File: config.mk
export PLATFORM = sky130hd
export DESIGN_NAME = lin_uart_status_and_baud
export DESIGN_NICKNAME = d
export VERILOG_FILES = /design/src/verilog/lin_uart_status_and_baud.v
export VERILOG_INCLUDE_DIRS = /design/src /design/src/verilog
export SDC_FILE = /design/constraint.sdc
export NUM_CORES = 1
export LEC_CHECK = 0
export ABC_CLOCK_PERIOD_IN_PS = 12900
export BUFFER_PORTS_ARGS = -buffer_cell sky130_fd_sc_hd__clkbuf_2
export CORE_MARGIN = 2
export CORE_UTILIZATION = 50
export DETAILED_ROUTE_END_ITERATION = 8
export PLACE_DENSITY_LB_ADDON = 0.05
export SYNTH_ARGS = -nofsm -noshare
export SYNTH_HDL_FRONTEND = slang
export SYNTH_SLANG_ARGS = --single-unit
File: constraint.sdc
create_clock -name aclk -period 12.9 [get_ports aclk]
set_clock_uncertainty 0.2 [all_clocks]
set_input_delay 1.29 -clock aclk [delete_from_list [all_inputs] [get_ports aclk]]
set_output_delay 1.29 -clock aclk [all_outputs]
set_load 0.005 [all_outputs]
File: src/verilog/lin_uart_defs.vh
// register map, field positions and reset values of the lin uart status block
// Operation
// - holding-empty flag high when data register can take a byte; write clears it
// - idle flag is 1 once shifter is empty and character fully sent
// - in normal mode the clear-to-send status bit reads the present input level
// - loopback replaces external clear-to-send with internal receive-byte-ready signal
// - clear-to-send gates transmission only while flow control enable is 1
// - byte-ready flag sets when a byte is held; data register read clears it
// - lin mode sets bus-mismatch flag when read-back bus bit differs from sent
// - reading lin status zero or receive data register clears bus-mismatch flag
`ifndef LIN_UART_DEFS_VH
`define LIN_UART_DEFS_VH

// register indices; byte address is four times the index
`define IDX_DATA     12'hf40
`define IDX_STAT0    12'hf41
`define IDX_CTRL     12'hf42
`define IDX_DIV      12'hf43
`define IDX_ISTAT    12'hf44
`define IDX_IMASK    12'hf45

// status zero fields
`define ST_RDY       7
`define ST_MISM      6
`define ST_OVR       5
`define ST_FRM       4
`define ST_BRK       3
`define ST_THE       2
`define ST_IDLE      1
`define ST_CTS       0
`define STAT0_RESET  8'h06

// control fields
`define CT_LIN       0
`define CT_LOOP      1
`define CT_FLOW      2
`define CTRL_RESET   8'h00

// interrupt status and mask fields
`define IB_RX        0
`define IB_THE       1
`define IB_TXDONE    2
`define IB_ERR       3
`define INT_W        4

// divisor after reset
`define DIV_RESET    16'h01b2

// axi responses
`define RESP_OKAY    2'b00
`define RESP_SLVERR  2'b10

`endif

File: src/verilog/lin_uart_status_and_baud.v
// lin-capable uart with status flags, flow control and baud divisor, axi4-lite slave
`include "lin_uart_defs.vh"
`default_nettype none

module lin_uart_status_and_baud (
  input  wire        aclk,
  input  wire        aresetn,
  input  wire [15:0] s_axi_awaddr,
  input  wire        s_axi_awvalid,
  output reg         s_axi_awready,
  input  wire [31:0] s_axi_wdata,
  input  wire [3:0]  s_axi_wstrb,
  input  wire        s_axi_wvalid,
  output reg         s_axi_wready,
  output reg  [1:0]  s_axi_bresp,
  output reg         s_axi_bvalid,
  input  wire        s_axi_bready,
  input  wire [15:0] s_axi_araddr,
  input  wire        s_axi_arvalid,
  output reg         s_axi_arready,
  output reg  [31:0] s_axi_rdata,
  output reg  [1:0]  s_axi_rresp,
  output reg         s_axi_rvalid,
  input  wire        s_axi_rready,
  input  wire        rxd,
  output reg         txd,
  input  wire        cts_n,
  output reg         irq
);

  // register selector codes
  localparam [2:0] SEL_NONE  = 3'd0;
  localparam [2:0] SEL_DATA  = 3'd1;
  localparam [2:0] SEL_STAT0 = 3'd2;
  localparam [2:0] SEL_CTRL  = 3'd3;
  localparam [2:0] SEL_DIV   = 3'd4;
  localparam [2:0] SEL_ISTAT = 3'd5;
  localparam [2:0] SEL_IMASK = 3'd6;

  // serial frame states, shared by both directions
  localparam [1:0] S_IDLE  = 2'd0;
  localparam [1:0] S_START = 2'd1;
  localparam [1:0] S_DATA  = 2'd2;
  localparam [1:0] S_STOP  = 2'd3;

  // address decode; upper address bits must be zero
  function [2:0] reg_sel;
    input [15:0] a;
    begin
      if (a[15:14] != 2'b00)
        reg_sel = SEL_NONE;
      else
        case (a[13:2])
          `IDX_DATA:  reg_sel = SEL_DATA;
          `IDX_STAT0: reg_sel = SEL_STAT0;
          `IDX_CTRL:  reg_sel = SEL_CTRL;
          `IDX_DIV:   reg_sel = SEL_DIV;
          `IDX_ISTAT: reg_sel = SEL_ISTAT;
          `IDX_IMASK: reg_sel = SEL_IMASK;
          default:    reg_sel = SEL_NONE;
        endcase
    end
  endfunction

  reg  [15:0]        aw_addr;
  reg  [31:0]        w_data;
  reg  [3:0]         w_strb;
  reg  [7:0]         ctrl;
  reg  [15:0]        divisor;
  reg  [`INT_W-1:0]  imask;
  reg  [`INT_W-1:0]  istat;
  reg  [7:0]         tx_hold;
  reg                tx_holding_empty;
  reg  [1:0]         tx_state;
  reg  [15:0]        tx_cnt;
  reg  [2:0]         tx_bit;
  reg  [7:0]         tx_shift;
  reg  [1:0]         rx_state;
  reg  [15:0]        rx_cnt;
  reg  [2:0]         rx_bit;
  reg  [7:0]         rx_shift;
  reg  [7:0]         rx_data;
  reg                rx_prev;
  reg                rx_byte_ready;
  reg                overrun;
  reg                framing_error;
  reg                break_detected;
  reg                bus_mismatch_error;
  reg                rx_done;
  reg                tx_load;
  reg                tx_done;

  wire        wr_do;
  wire [2:0]  wr_sel;
  wire        rd_do;
  wire [2:0]  rd_sel;
  wire        rd_data_clr;
  wire        rd_stat_clr;
  wire        lin_mode;
  wire        loopback_enable;
  wire        flow_control_enable;
  wire [15:0] div_eff;
  wire [15:0] div_half;
  wire        cts_level;
  wire        tx_clear;
  wire        rx_line;
  wire        tx_idle_flag;
  wire        autobaud_flag;
  wire        tx_bit_end;
  wire        rx_bit_end;
  wire        rx_half;
  wire [7:0]  stat0;

  // write fires once both address and data are held and no response waits
  assign wr_do       = ~s_axi_awready & ~s_axi_wready & ~s_axi_bvalid;
  assign wr_sel      = reg_sel(aw_addr);
  assign rd_do       = s_axi_arvalid & s_axi_arready;
  assign rd_sel      = reg_sel(s_axi_araddr);
  assign rd_data_clr = rd_do & (rd_sel == SEL_DATA);
  assign rd_stat_clr = rd_do & (rd_sel == SEL_STAT0);

  assign lin_mode            = ctrl[`CT_LIN];
  assign loopback_enable     = ctrl[`CT_LOOP];
  assign flow_control_enable = ctrl[`CT_FLOW];

  // a zero divisor would stall the counters, so it runs as one
  assign div_eff  = (divisor == 16'h0000) ? 16'h0001 : divisor;
  assign div_half = {1'b0, div_eff[15:1]};

  // loopback: receiver holding a byte means not clear, external pin ignored
  assign cts_level = loopback_enable ? rx_byte_ready : cts_n;
  assign tx_clear  = ~flow_control_enable | ~cts_level;
  assign rx_line   = loopback_enable ? txd : rxd;

  assign tx_idle_flag = (tx_state == S_IDLE);
  // automatic baud detection is not built; flag reads zero
  assign autobaud_flag = 1'b0;

  assign tx_bit_end = (tx_cnt == div_eff - 16'h0001);
  assign rx_bit_end = (rx_cnt == div_eff - 16'h0001);
  assign rx_half    = (rx_cnt == div_half);

  // bit zero shows clear-to-send in normal mode, autobaud in lin mode
  assign stat0 = {rx_byte_ready, bus_mismatch_error, overrun, framing_error,
                  break_detected, tx_holding_empty, tx_idle_flag,
                  lin_mode ? autobaud_flag : cts_level};

  // axi write channel handshakes; address and data taken in either order
  always @(posedge aclk)
  begin
    if (!aresetn)
    begin
      s_axi_awready <= 1'b1;
      s_axi_wready  <= 1'b1;
      s_axi_bvalid  <= 1'b0;
      s_axi_bresp   <= `RESP_OKAY;
      aw_addr       <= 16'h0000;
      w_data        <= 32'h00000000;
      w_strb        <= 4'h0;
    end
    else
    begin
      if (s_axi_awvalid && s_axi_awready)
      begin
        aw_addr       <= s_axi_awaddr;
        s_axi_awready <= 1'b0;
      end
      if (s_axi_wvalid && s_axi_wready)
      begin
        w_data       <= s_axi_wdata;
        w_strb       <= s_axi_wstrb;
        s_axi_wready <= 1'b0;
      end
      if (wr_do)
      begin
        s_axi_bvalid  <= 1'b1;
        s_axi_bresp   <= (wr_sel == SEL_NONE) ? `RESP_SLVERR : `RESP_OKAY;
        s_axi_awready <= 1'b1;
        s_axi_wready  <= 1'b1;
      end
      if (s_axi_bvalid && s_axi_bready)
        s_axi_bvalid <= 1'b0;
    end
  end

  // axi read channel; value captured before the read side effects land
  always @(posedge aclk)
  begin
    if (!aresetn)
    begin
      s_axi_arready <= 1'b1;
      s_axi_rvalid  <= 1'b0;
      s_axi_rdata   <= 32'h00000000;
      s_axi_rresp   <= `RESP_OKAY;
    end
    else if (rd_do)
    begin
      s_axi_arready <= 1'b0;
      s_axi_rvalid  <= 1'b1;
      s_axi_rresp   <= `RESP_OKAY;
      case (rd_sel)
        SEL_DATA:  s_axi_rdata <= {24'h000000, rx_data};
        SEL_STAT0: s_axi_rdata <= {24'h000000, stat0};
        SEL_CTRL:  s_axi_rdata <= {24'h000000, ctrl};
        SEL_DIV:   s_axi_rdata <= {16'h0000, divisor};
        SEL_ISTAT: s_axi_rdata <= {28'h0000000, istat};
        SEL_IMASK: s_axi_rdata <= {28'h0000000, imask};
        default:
        begin
          s_axi_rdata <= 32'h00000000;
          s_axi_rresp <= `RESP_SLVERR;
        end
      endcase
    end
    else if (s_axi_rvalid && s_axi_rready)
    begin
      s_axi_rvalid  <= 1'b0;
      s_axi_arready <= 1'b1;
    end
  end

  // software-written configuration
  always @(posedge aclk)
  begin
    if (!aresetn)
    begin
      ctrl    <= `CTRL_RESET;
      divisor <= `DIV_RESET;
      imask   <= {`INT_W{1'b0}};
    end
    else if (wr_do)
    begin
      if (wr_sel == SEL_CTRL && w_strb[0])
        ctrl <= {5'b00000, w_data[2:0]};
      if (wr_sel == SEL_DIV && w_strb[0])
        divisor[7:0] <= w_data[7:0];
      if (wr_sel == SEL_DIV && w_strb[1])
        divisor[15:8] <= w_data[15:8];
      if (wr_sel == SEL_IMASK && w_strb[0])
        imask <= w_data[`INT_W-1:0];
    end
  end

  // transmitter: holding register feeds the shifter, lsb first, one stop bit
  always @(posedge aclk)
  begin
    if (!aresetn)
    begin
      tx_hold          <= 8'h00;
      tx_holding_empty <= 1'b1;
      tx_state         <= S_IDLE;
      tx_cnt           <= 16'h0000;
      tx_bit           <= 3'd0;
      tx_shift         <= 8'h00;
      txd              <= 1'b1;
      tx_load          <= 1'b0;
      tx_done          <= 1'b0;
    end
    else
    begin
      tx_load <= 1'b0;
      tx_done <= 1'b0;
      case (tx_state)
        S_IDLE:
        begin
          // a byte waits in holding until the peer is clear
          if (!tx_holding_empty && tx_clear)
          begin
            tx_shift         <= tx_hold;
            tx_holding_empty <= 1'b1;
            tx_load          <= 1'b1;
            txd              <= 1'b0;
            tx_cnt           <= 16'h0000;
            tx_state         <= S_START;
          end
        end
        S_START:
        begin
          tx_cnt <= tx_cnt + 16'h0001;
          if (tx_bit_end)
          begin
            tx_cnt   <= 16'h0000;
            tx_bit   <= 3'd0;
            txd      <= tx_shift[0];
            tx_state <= S_DATA;
          end
        end
        S_DATA:
        begin
          tx_cnt <= tx_cnt + 16'h0001;
          if (tx_bit_end)
          begin
            tx_cnt   <= 16'h0000;
            tx_bit   <= tx_bit + 3'd1;
            tx_shift <= {1'b0, tx_shift[7:1]};
            txd      <= (tx_bit == 3'd7) ? 1'b1 : tx_shift[1];
            if (tx_bit == 3'd7)
              tx_state <= S_STOP;
          end
        end
        S_STOP:
        begin
          tx_cnt <= tx_cnt + 16'h0001;
          // idle flag rises only after the full stop bit
          if (tx_bit_end)
          begin
            tx_cnt   <= 16'h0000;
            tx_done  <= 1'b1;
            tx_state <= S_IDLE;
          end
        end
        default:
        begin
          txd      <= 1'b1;
          tx_state <= S_IDLE;
        end
      endcase
      // a late write overrides the load of the same cycle, keeping the flag low
      if (wr_do && wr_sel == SEL_DATA && w_strb[0])
      begin
        tx_hold          <= w_data[7:0];
        tx_holding_empty <= 1'b0;
      end
    end
  end

  // receiver: falling edge, mid-bit check of start, then full-bit samples
  always @(posedge aclk)
  begin
    if (!aresetn)
    begin
      rx_state       <= S_IDLE;
      rx_cnt         <= 16'h0000;
      rx_bit         <= 3'd0;
      rx_shift       <= 8'h00;
      rx_data        <= 8'h00;
      rx_prev        <= 1'b1;
      rx_byte_ready  <= 1'b0;
      overrun        <= 1'b0;
      framing_error  <= 1'b0;
      break_detected <= 1'b0;
      rx_done        <= 1'b0;
    end
    else
    begin
      rx_prev <= rx_line;
      rx_done <= 1'b0;
      // clears first so that a completing frame in the same cycle wins
      if (rd_data_clr)
      begin
        rx_byte_ready <= 1'b0;
        overrun       <= 1'b0;
        framing_error <= 1'b0;
      end
      if (rd_stat_clr)
        break_detected <= 1'b0;
      case (rx_state)
        S_IDLE:
        begin
          rx_cnt <= 16'h0000;
          if (rx_prev && !rx_line)
            rx_state <= S_START;
        end
        S_START:
        begin
          rx_cnt <= rx_cnt + 16'h0001;
          if (rx_half)
          begin
            rx_cnt   <= 16'h0000;
            rx_bit   <= 3'd0;
            rx_state <= rx_line ? S_IDLE : S_DATA;
          end
        end
        S_DATA:
        begin
          rx_cnt <= rx_cnt + 16'h0001;
          if (rx_bit_end)
          begin
            rx_cnt   <= 16'h0000;
            rx_bit   <= rx_bit + 3'd1;
            rx_shift <= {rx_line, rx_shift[7:1]};
            if (rx_bit == 3'd7)
              rx_state <= S_STOP;
          end
        end
        S_STOP:
        begin
          rx_cnt <= rx_cnt + 16'h0001;
          if (rx_bit_end)
          begin
            rx_cnt        <= 16'h0000;
            rx_data       <= rx_shift;
            rx_done       <= 1'b1;
            rx_byte_ready <= 1'b1;
            if (rx_byte_ready && !rd_data_clr)
              overrun <= 1'b1;
            if (!rx_line)
              framing_error <= 1'b1;
            if (!rx_line && rx_shift == 8'h00)
              break_detected <= 1'b1;
            rx_state <= S_IDLE;
          end
        end
        default:
          rx_state <= S_IDLE;
      endcase
    end
  end

  // lin read-back compare at mid-bit while a frame is on the wire
  always @(posedge aclk)
  begin
    if (!aresetn)
      bus_mismatch_error <= 1'b0;
    else if (lin_mode && tx_state != S_IDLE && tx_cnt == div_half
             && rx_line != txd)
      bus_mismatch_error <= 1'b1;
    else if (rd_stat_clr || rd_data_clr)
      bus_mismatch_error <= 1'b0;
  end

  // sticky interrupt status, write one to clear, new events win
  always @(posedge aclk)
  begin
    if (!aresetn)
    begin
      istat <= {`INT_W{1'b0}};
      irq   <= 1'b0;
    end
    else
    begin
      istat <= (istat & ~((wr_do && wr_sel == SEL_ISTAT && w_strb[0])
                          ? w_data[`INT_W-1:0] : {`INT_W{1'b0}}))
               | {(overrun | framing_error | bus_mismatch_error) & ~istat[`IB_ERR]
                    ? 1'b1 : 1'b0,
                  tx_done, tx_load, rx_done};
      // one cycle behind the status so the pin stays a clean flop output
      irq <= |(istat & imask);
    end
  end

endmodule // lin_uart_status_and_baud

`default_nettype wire

* Word-level counts from Yosys, hierarchy flattened
Cells that the tools add are included.
Word-level totals: bits of input ports 77, logic and storage cells 243, register bits 188
Operators by class: eq/ne operators 46, mux-type cells 73, bitwise operators 20, $add $sub $neg 5, reductions and logical operators 61
Operators with widths (count):
- $eq 12x12->1 const B | 12
- $pmux 16 s6 | 1
- $mux 16 | 5
- $pmux 16 s3 | 1
- $pmux 3 s6 | 2
- $mux 1 | 35
- $add 16x1->16 const B | 2
- $eq 16x15->1 | 2
- $eq 16x16->1 | 2
- $pmux 16 s2 | 1
- $mux 2 | 13
- $eq 3x3->1 const B | 8
- $reduce_and 2->1 | 10
- $reduce_bool 2->1 | 10
- $logic_and 1x1->1 | 19
- $mux 3 | 6
- $ne 2x2->1 const B | 9
- $logic_not 16->1 | 1
- $mux 8 | 2
- $pmux 2 s4 | 2
- $pmux 8 s2 | 1
- $sub 16x1->16 const B | 1
- $pmux 3 s2 | 2
- $reduce_and 5->1 | 2
- other kinds (27) | 56

* Longest topological paths before layout
Gate-level depths: netlist of the first run.
depth in word-level cells 10, depth in mapped cells 16, depth with buffers taken out 12

* Worst setup path before layout of the first run
No wires, ideal clock.
path type flip-flop to flip-flop, from reg divisor[11], to reg tx_shift[0], arrival time 3993 ps, period minus slack after synthesis 4254 ps, library setup time 61 ps, setup slack 8646 ps, buffers on the path 1, stages on the path, launching flop included 14, required time 12639 ps, cells stage by stage dfxtp_1 > clkbuf_1 > nor4_1 > and2_1 > a21oi_1 > ha_1 > or3b_2 > nor4_4 > xnor3_1 > or3b_1 > or3_1 > or4_4 > a21oi_4 > o221a_1
On the way: cells in the longest elaborated chain, start to end 6
Ends and longest elaborated chain:
- from (decl) | RTL line lin_uart_status_and_baud.v:69 | reg [15:0] divisor;
- from (signal assigned) | RTL line lin_uart_status_and_baud.v:228 | divisor <= `DIV_RESET;
- from (signal assigned) | RTL line lin_uart_status_and_baud.v:238 | divisor[15:8] <= w_data[15:8];
- $logic_not 16->1 | RTL line lin_uart_status_and_baud.v:127 | assign div_eff = (divisor == 16'h0000) ? 16'h0001 : divisor;
- $mux 16 * | RTL line lin_uart_status_and_baud.v:127
- $sub 16x1->16 * | RTL line lin_uart_status_and_baud.v:139 | assign tx_bit_end = (tx_cnt == div_eff - 16'h0001);
- $eq 16x16->1 * | RTL line lin_uart_status_and_baud.v:139
- $ne 2x2->1 (no line) *
- $reduce_and 3->1 (no line) *
- to (signal assigned) | RTL line lin_uart_status_and_baud.v:269 | tx_shift <= tx_hold;
- to (signal assigned) | RTL line lin_uart_status_and_baud.v:295 | tx_shift <= {1'b0, tx_shift[7:1]};
- to (decl) | RTL line lin_uart_status_and_baud.v:77 | reg [7:0] tx_shift;
Mark *: on every way between the ends. The rest lies on a longest branch, timed or not. A chain may end at the register's enable or synchronous reset.

* Worst setup path after layout of the first run
from reg divisor[9], to reg rx_data[3]
On the way: cells in the longest elaborated chain, start to end 5
Ends and longest elaborated chain:
- $logic_not 16->1 | RTL line lin_uart_status_and_baud.v:127
- $mux 16 * | RTL line lin_uart_status_and_baud.v:127
- $sub 16x1->16 * | RTL line lin_uart_status_and_baud.v:140 | assign rx_bit_end = (rx_cnt == div_eff - 16'h0001);
- $eq 16x16->1 * | RTL line lin_uart_status_and_baud.v:140
- $reduce_and 2->1 (no line) *
- to (signal assigned) | RTL line lin_uart_status_and_baud.v:392 | rx_data <= rx_shift;
- to (decl) | RTL line lin_uart_status_and_baud.v:82 | reg [7:0] rx_data;
Marked as above.

==> impl_results.md, run 1 <==
* Outcome: finished, final reports clean
* Max Cap Viol at 0
* DRC violations left at 0
* Worst Hold End: aw_addr[10]
* Kind of critical path: register to register
* Xor/xnor share of the synthesized area at 0.0790
* Average vias per placed instance at 5.73
* Grt met1 use at 0.366
* Utilization after layout at 0.564
* PortBufs at 79
* Largest net degree at the start of global routing at 62
* CP Data Required Time at 13.06 ns
* First-pass GRT wire length at 38100 um
* Data arrival time of the worst path at 5.60 ns
* Mean routed wirelength per cell at 17.6 um
* Root buf cell: clkbuf_16
* Clock sinks at 168
* Static leakage power at 3.82 nW
* Synthesized cell area at 8820 sq um
* Initial Util at 0.510
* Htree depth at 4
* Nets at 1189
* Area contributors post-synth: dfxtp_1 38%, mux2i_1 7.0%, nand2_1 6.6%, xor2_1 5.8%, a21oi_1 4.4%
* Power density cells at 122 nW/um^2
* Yosys reg bits at 168
* Worst R2R Setup Slack at 7.46 ns
* Routed via count at 7672
* Peak supply drop at 0.0000906 V
* Total gr overflow at 0
* Post-synthesis cell count at 1075
* Worst Min Path Start: aw_addr[10]
* CTS tree: done
* Top-area cell type share of the netlist area at 0.381
* Post-route clock period utilization at 0.422
* CTS Buf Count at 17
* Max-slew headroom at 0.248
* Yosys warns at 0
* P&R area growth vs syn at 10.5%
* Post-synth EDFFs at 0
* Adder-Cell Fraction of Synth Area at 0.0156
* Die X at 137 um
* Final setup TNS at 0 ns
* Post_cts resized at 0
* DP Wirelength at 16400 um
* DRT iter0 DRCs at 648
* Post-CTS Hold Fix Bufs at 0
* Die height at 137 um
* Critical Path Start Type: register
* Vias in the first global route at 7048
* Hold Path Depth at 2
* Reg2reg end: rx_data[3]
* Post-CTS Setup Bufs at 0
* Critical path fanouts, max at 14
* Synth Flop Type: dfxtp_1
* Crit path launch: divisor[9]
* CP endpoint kind: register
* Gpl congestion at 0.942
* Drt pass-1 iters at 5
* CTS clk-pin slew, worst paths at 0.07 ns
* Share of layout cells above drive strength 1 at 0.124
* Final ANT Viol Nets at 0
* Top cell type by total area after synthesis: dfxtp_1
* Register-to-Register Path Depth at 13
* RSZ-0062 raised after global routing: false
* Largest family of logic cells by synthesized area: simple AND/OR/NAND/NOR gates
* # setup viols final at 0
* Mean post-synth cell area at 8.21 sq um
* Global Route Usage Sum at 0.262
* Die area at 18700 sq um
* Clk buf depth at 2
* Met3 GRT Util at 0.0530
* Async set-reset flop share out of synthesis at 0
* I/O pins at 120
* Actual slew at the worst max-slew pin at 1.12 ns
* Max Slew Vio Count at 0
* Routing usage on met2 at 0.405
* Final WL at 23600 um
* Worst-Skew Late Latency at 0.44 ns
* Post-synthesis simple-gate area fraction at 0.234
* Fmax at 184 MHz
* FF-to-FF Start: divisor[9]
* Hold Crit Class: register to register
* GRT Max-Usage Layer: met2
* Min Tclk post-route at 5.44 ns
* Core footprint at 17300 sq um
* # rows at 48
* Sequential area share after synthesis at 0.381
* Antenna violations before repair at 1
* Netlist cell types at 78
* Multiplexer share of the synthesized area at 0.0754
* Compound-Gate Fraction of Synth Area at 0.153
* Hold Fails Final Rpt at 0
[cell usage after synthesis, types with 14 or more instances]
library cell / count
a21oi_1: 77
a22oi_1: 14
and3_1: 15
buf_4: 18
clkbuf_1: 64
dfxtp_1: 168
inv_1: 23
mux2i_1: 62
nand2_1: 156
nand3_1: 48
nor2_1: 75
nor3_1: 34
nor4_1: 20
o21ai_0: 39
xnor2_1: 19
xor2_1: 58
[kinds of logic after synthesis]
kind of cell / Yosys count
simple gates: 424
compound gates: 207
flops: 168
buf+inv: 120
xor+xnor: 78
mux: 66
fa+ha+maj: 11
other cells: 1
[how the worst max path moves through the flow]
stage,endpoint,cells past startpoint
2_1_floorplan,tx_shift[0],13
3_3_place_gp,rx_data[2],13
3_5_place_dp,rx_data[5],13
4_1_cts,rx_data[3],13
5_1_grt,rx_data[3],13
6_report,rx_data[3],13
[where the power goes]
part / internal [mW] / switching [mW] / total [mW]
registers: 0.538 / 0.0186 / 0.557
logic: 0.0467 / 0.0778 / 0.124
clock network: 0.259 / 0.247 / 0.506
total: 0.843 / 0.344 / 1.19
[critical path, stage by stage, from the launching register on]
cell	delay (ns)
dfxtp_1	0.80
nor4_1	0.33
and2_1	0.31
a21oi_1	0.25
ha_1	0.34
nor3b_2	0.64
nand4_1	0.39
xnor2_1	0.33
o2111a_1	0.20
nand4_1	0.17
a2111oi_2	0.37
buf_4	0.27
and3_1	0.52
mux2i_1	0.24
[through the flow]
step | hold WS, ns | setup slack [ns] | std cells | instance area [sq um] | power (mW)
after detailed placement | 0.233 | 7.54 | 1307 | 9170 | 0.692
after global routing | 0.273 | 7.12 | 1339 | 9750 | 1.23
after global placement | 0.231 | 7.53 | 1307 | 9170 | 0.691
after CTS | 0.255 | 7.52 | 1339 | 9750 | 1.19
after floorplan | 0.213 | 8.65 | 1092 | 8890 | 0.654
final | 0.254 | 7.46 | 1340 | 9750 | 1.19
[state kept, by name (all words and copies together), names as in the netlist, 2 cells and up, named ones only]
| name | count |
|---|---|
| rx_shift | 8 |
| rx_data | 8 |
| w_data | 16 |
| istat | 4 |
| tx_bit | 3 |
| rx_cnt | 16 |
| aw_addr | 14 |
| tx_hold | 8 |
| s_axi_rdata | 16 |
| tx_shift | 8 |
| divisor | 16 |
| ctrl | 3 |
| tx_state | 2 |
| w_strb | 2 |
| rx_bit | 3 |
| imask | 4 |
| tx_cnt | 16 |
[cells in the final DEF, fill, tap and decap left out, drive strengths merged, types with 7 or more instances in the layout]
cell	count
a21oi	78
a22o	7
a22oi	14
and2	11
and3	15
buf	7
clkbuf	96
clkinv	7
conb	18
dfxtp	168
ha	11
inv	32
mux2i	62
nand2	156
nand2b	9
nand3	48
nand4	9
nor2	75
nor3	35
nor4	22
o21ai	41
o221a	7
or3	9
xnor2	19
xor2	58
[metal layers]
| layer | share of wire | wire length, um |
|---|---|---|
| met1 | 0.46 | 10900 |
| met2 | 0.46 | 10800 |
| met3 | 0.060 | 1410 |
| met4 | 0.021 | 498 |
| met5 | 0 | 0 |
[area by class of cell]
| class | count | area [sq um] |
|---|---|---|
| fill | 1658 | 7550 |
| tap | 225 | 282 |
| timing repair buffer | 86 | 448 |
| antenna | 1 | 2.50 |
| inverter | 24 | 91.3 |
| clock buffer | 17 | 425 |
| sequential | 168 | 3360 |
| multi-input combinational | 804 | 4980 |
| clock inverter | 15 | 154 |
(Power assumes the default switching activity.)
==> inputs of run 2 (changes only) <==
--- a/config.mk
+++ b/config.mk
@@ -6,7 +6,7 @@
 export SDC_FILE = /design/constraint.sdc
 export NUM_CORES = 1
 export LEC_CHECK = 0
-export ABC_CLOCK_PERIOD_IN_PS = 12900
+export ABC_CLOCK_PERIOD_IN_PS = 4800
 export BUFFER_PORTS_ARGS = -buffer_cell sky130_fd_sc_hd__clkbuf_2
 export CORE_MARGIN = 2
 export CORE_UTILIZATION = 50
==> constraint.sdc (replaced) <==
create_clock -name aclk -period 4.8 [get_ports aclk]
set_clock_uncertainty 0.2 [all_clocks]
set_input_delay 0.48 -clock aclk [delete_from_list [all_inputs] [get_ports aclk]]
set_output_delay 0.48 -clock aclk [all_outputs]
set_load 0.005 [all_outputs]
==> run 2 against run 1 <==
Flip-flop and latch count unchanged. Via count increased by 1.1%. Sequential power increased to 2.7 times the previous value. Register-to-register slack got worse by 7.0 ns. Count of clock-buffer cells in the layout increased by 2. Highest routed layer unchanged. Global-route usage increased by 0.14 points. First-iteration DRC count decreased by 5.4%. Power increased to 2.7 times the previous value. Largest cell class unchanged. Critical path depth unchanged. Fmax increased by 25%.
==> impl_results.md, run 2 (same netlist as run 1, synthesis figures left out) <==
* Drt pass-1 iters at 5 (unchanged)
* Average vias per placed instance at 5.68 (was 5.73)
* Critical Path Start Type: register (unchanged)
* Hold Crit Class: input port to register (was register to register)
* Root buf cell: clkbuf_16 (unchanged)
* Outcome: finished, final reports clean (unchanged)
* Fmax at 230 MHz (was 184 MHz)
* Pre-CTS setup slack at 0.485 ns (was 7.54 ns)
* First-pass GRT wire length at 38300 um (was 38100 um)
* Final setup TNS at 0 ns (unchanged)
* PortBufs at 79 (unchanged)
* Post_cts resized at 0 (unchanged)
* DRT iter0 DRCs at 613 (was 648)
* Nets at 1216 (was 1189)
* Final WS setup at 0.451 ns (was 7.46 ns)
* Routed via count at 7757 (was 7672)
* CTS tree: done (unchanged)
* Initial Util at 0.510 (unchanged)
* I/O pins at 120 (unchanged)
* RSZ-0062 raised after global routing: false (unchanged)
* CTS clk-pin slew, worst paths at 0.07 ns (about the same)
* Die area at 18700 sq um (unchanged)
* Vias in the first global route at 7155 (was 7048)
* Power density cells at 325 nW/um^2 (was 122 nW/um^2)
* CP endpoint kind: register (unchanged)
* Post-route clock period utilization at 0.906 (was 0.422)
* CTS Buf Count at 17 (unchanged)
* Htree depth at 4 (unchanged)
* Commonest non-fill, non-tap cell in the layout: dfxtp_1 (unchanged)
* Final ANT Viol Nets at 0 (unchanged)
* Total gr overflow at 0 (unchanged)
* Antenna violations before repair at 0 (was 1)
* DRC violations left at 0 (unchanged)
* Clk buf depth at 2 (unchanged)
* Peak supply drop at 0.000224 V (was 0.0000906 V)
* Global Route Usage Sum at 0.264 (was 0.262)
* CP Data Required Time at 4.97 ns (was 13.06 ns)
* Detail Route met3 WL at 1150 um (was 1410 um)
* Final WL at 23900 um (was 23600 um)
* Min Tclk post-route at 4.35 ns (was 5.44 ns)
* P&R area growth vs syn at 13.0% (was 10.5%)
* Share of layout cells above drive strength 1 at 0.144 (was 0.124)
* Critical path fanouts, max at 10 (was 14)
* Mean routed wirelength per cell at 17.5 um (was 17.6 um)
* DP Wirelength at 16900 um (was 16400 um)
* Data arrival time of the worst path at 4.52 ns (was 5.60 ns)
* Gpl congestion at 0.945 (was 0.942)
* # setup viols final at 0 (unchanged)
* # diodes at 0 (was 1)
* Wl on met1 at 11100 um (was 10900 um)
* Die X at 137 um (unchanged)
* Actual slew at the worst max-slew pin at 1.03 ns (was 1.12 ns)
* Kind of critical path: register to register (unchanged)
* Max Cap Viol at 0 (unchanged)
* Core footprint at 17300 sq um (unchanged)
* Clock sinks at 168 (unchanged)
* Largest net degree at the start of global routing at 69 (was 62)
* Max Slew Vio Count at 0 (unchanged)
* Most frequent cells in the layout: 168 x dfxtp_1, 156 x nand2_1, 79 x clkbuf_2 (unchanged)
* Hold Fails Final Rpt at 0 (unchanged)
* Met2 WL at 11100 um (was 10800 um)
* Worst-Skew Late Latency at 0.43 ns (was 0.44 ns)
* Max-slew headroom at 0.314 (was 0.248)
* Die height at 137 um (unchanged)
* Static leakage power at 3.95 nW (was 3.82 nW)
* DR top layer: met4 (unchanged)
* Post-CTS Setup Bufs at 0 (unchanged)
* Utilization after layout at 0.577 (was 0.564)
* # rows at 48 (unchanged)
* Post-CTS Hold Fix Bufs at 0 (unchanged)
-- run 2: cell types whose count changed in the layout (fill, tap and decap cells not counted), sizes merged --
cell      previous run  this run
clkinv               7         4
inv                 32        28
clkbuf              96        98
buf                  7        34
diode                1         0
clkinvlp             0         3
bufinv               0         2
-- run 2: layout make-up --
cell class | count | area [sq um]
multi-input cells | 804 | 4980
well taps | 225 | 282
flip-flops and latches | 168 | 3360
inverters | 24 | 91.3
clock buffers | 19 | 443
clock inverters | 13 | 161
repair buffers | 113 | 651
fillers | 1646 | 7320
-- run 2: final timing paths --
check                 to            from  depth (start not counted)  slack (ns)
max reg2reg  tx_shift[3]      divisor[0]                         13        0.45
min            w_data[0]  s_axi_wdata[0]                          3        0.06
min reg2reg     istat[0]         rx_done                          2        0.25
max          tx_shift[3]      divisor[0]                         13        0.45
-- run 2: metrics by stage --
| stage | hold slack (ns) | total power [mW] | instances | instance area [sq um] |
|---|---|---|---|---|
| 6_report | 0.0628 | 3.24 | 1366 | 9980 |
| 5_1_grt | 0.0559 | 3.36 | 1366 | 9980 |
| 4_1_cts | 0.0456 | 3.27 | 1366 | 9980 |
| 3_5_place_dp | 0.233 | 1.86 | 1334 | 9370 |
| 3_3_place_gp | 0.235 | 1.86 | 1334 | 9370 |
| 2_1_floorplan | 0.213 | 1.76 | 1092 | 8890 |
-- run 2: worst max-delay path: stages, from the launching register on --
cell and delay, ns:
dfxtp_1 0.31, or4_4 0.61, nor3_2 0.24, a21oi_1 0.14, ha_1 0.31, nor3b_2 0.23
buf_4 0.17, a21oi_1 0.18, o221ai_1 0.19, o21bai_1 0.20, a2111o_1 0.46, or4_4 0.57
a21oi_4 0.25, o221a_1 0.22
-- run 2: report_power, final --
group / switching, mW / internal, mW
sequential: 0.0506 / 1.45
clock: 0.612 / 0.797
combinational: 0.208 / 0.126
total: 0.871 / 2.37
-- run 2: layer usage --
layer	GRT usage	vias up
met1	0.355	3618
li1	-	3868
met3	0.0504	44
met5	0	-
met2	0.426	227
met4	0.0876	0
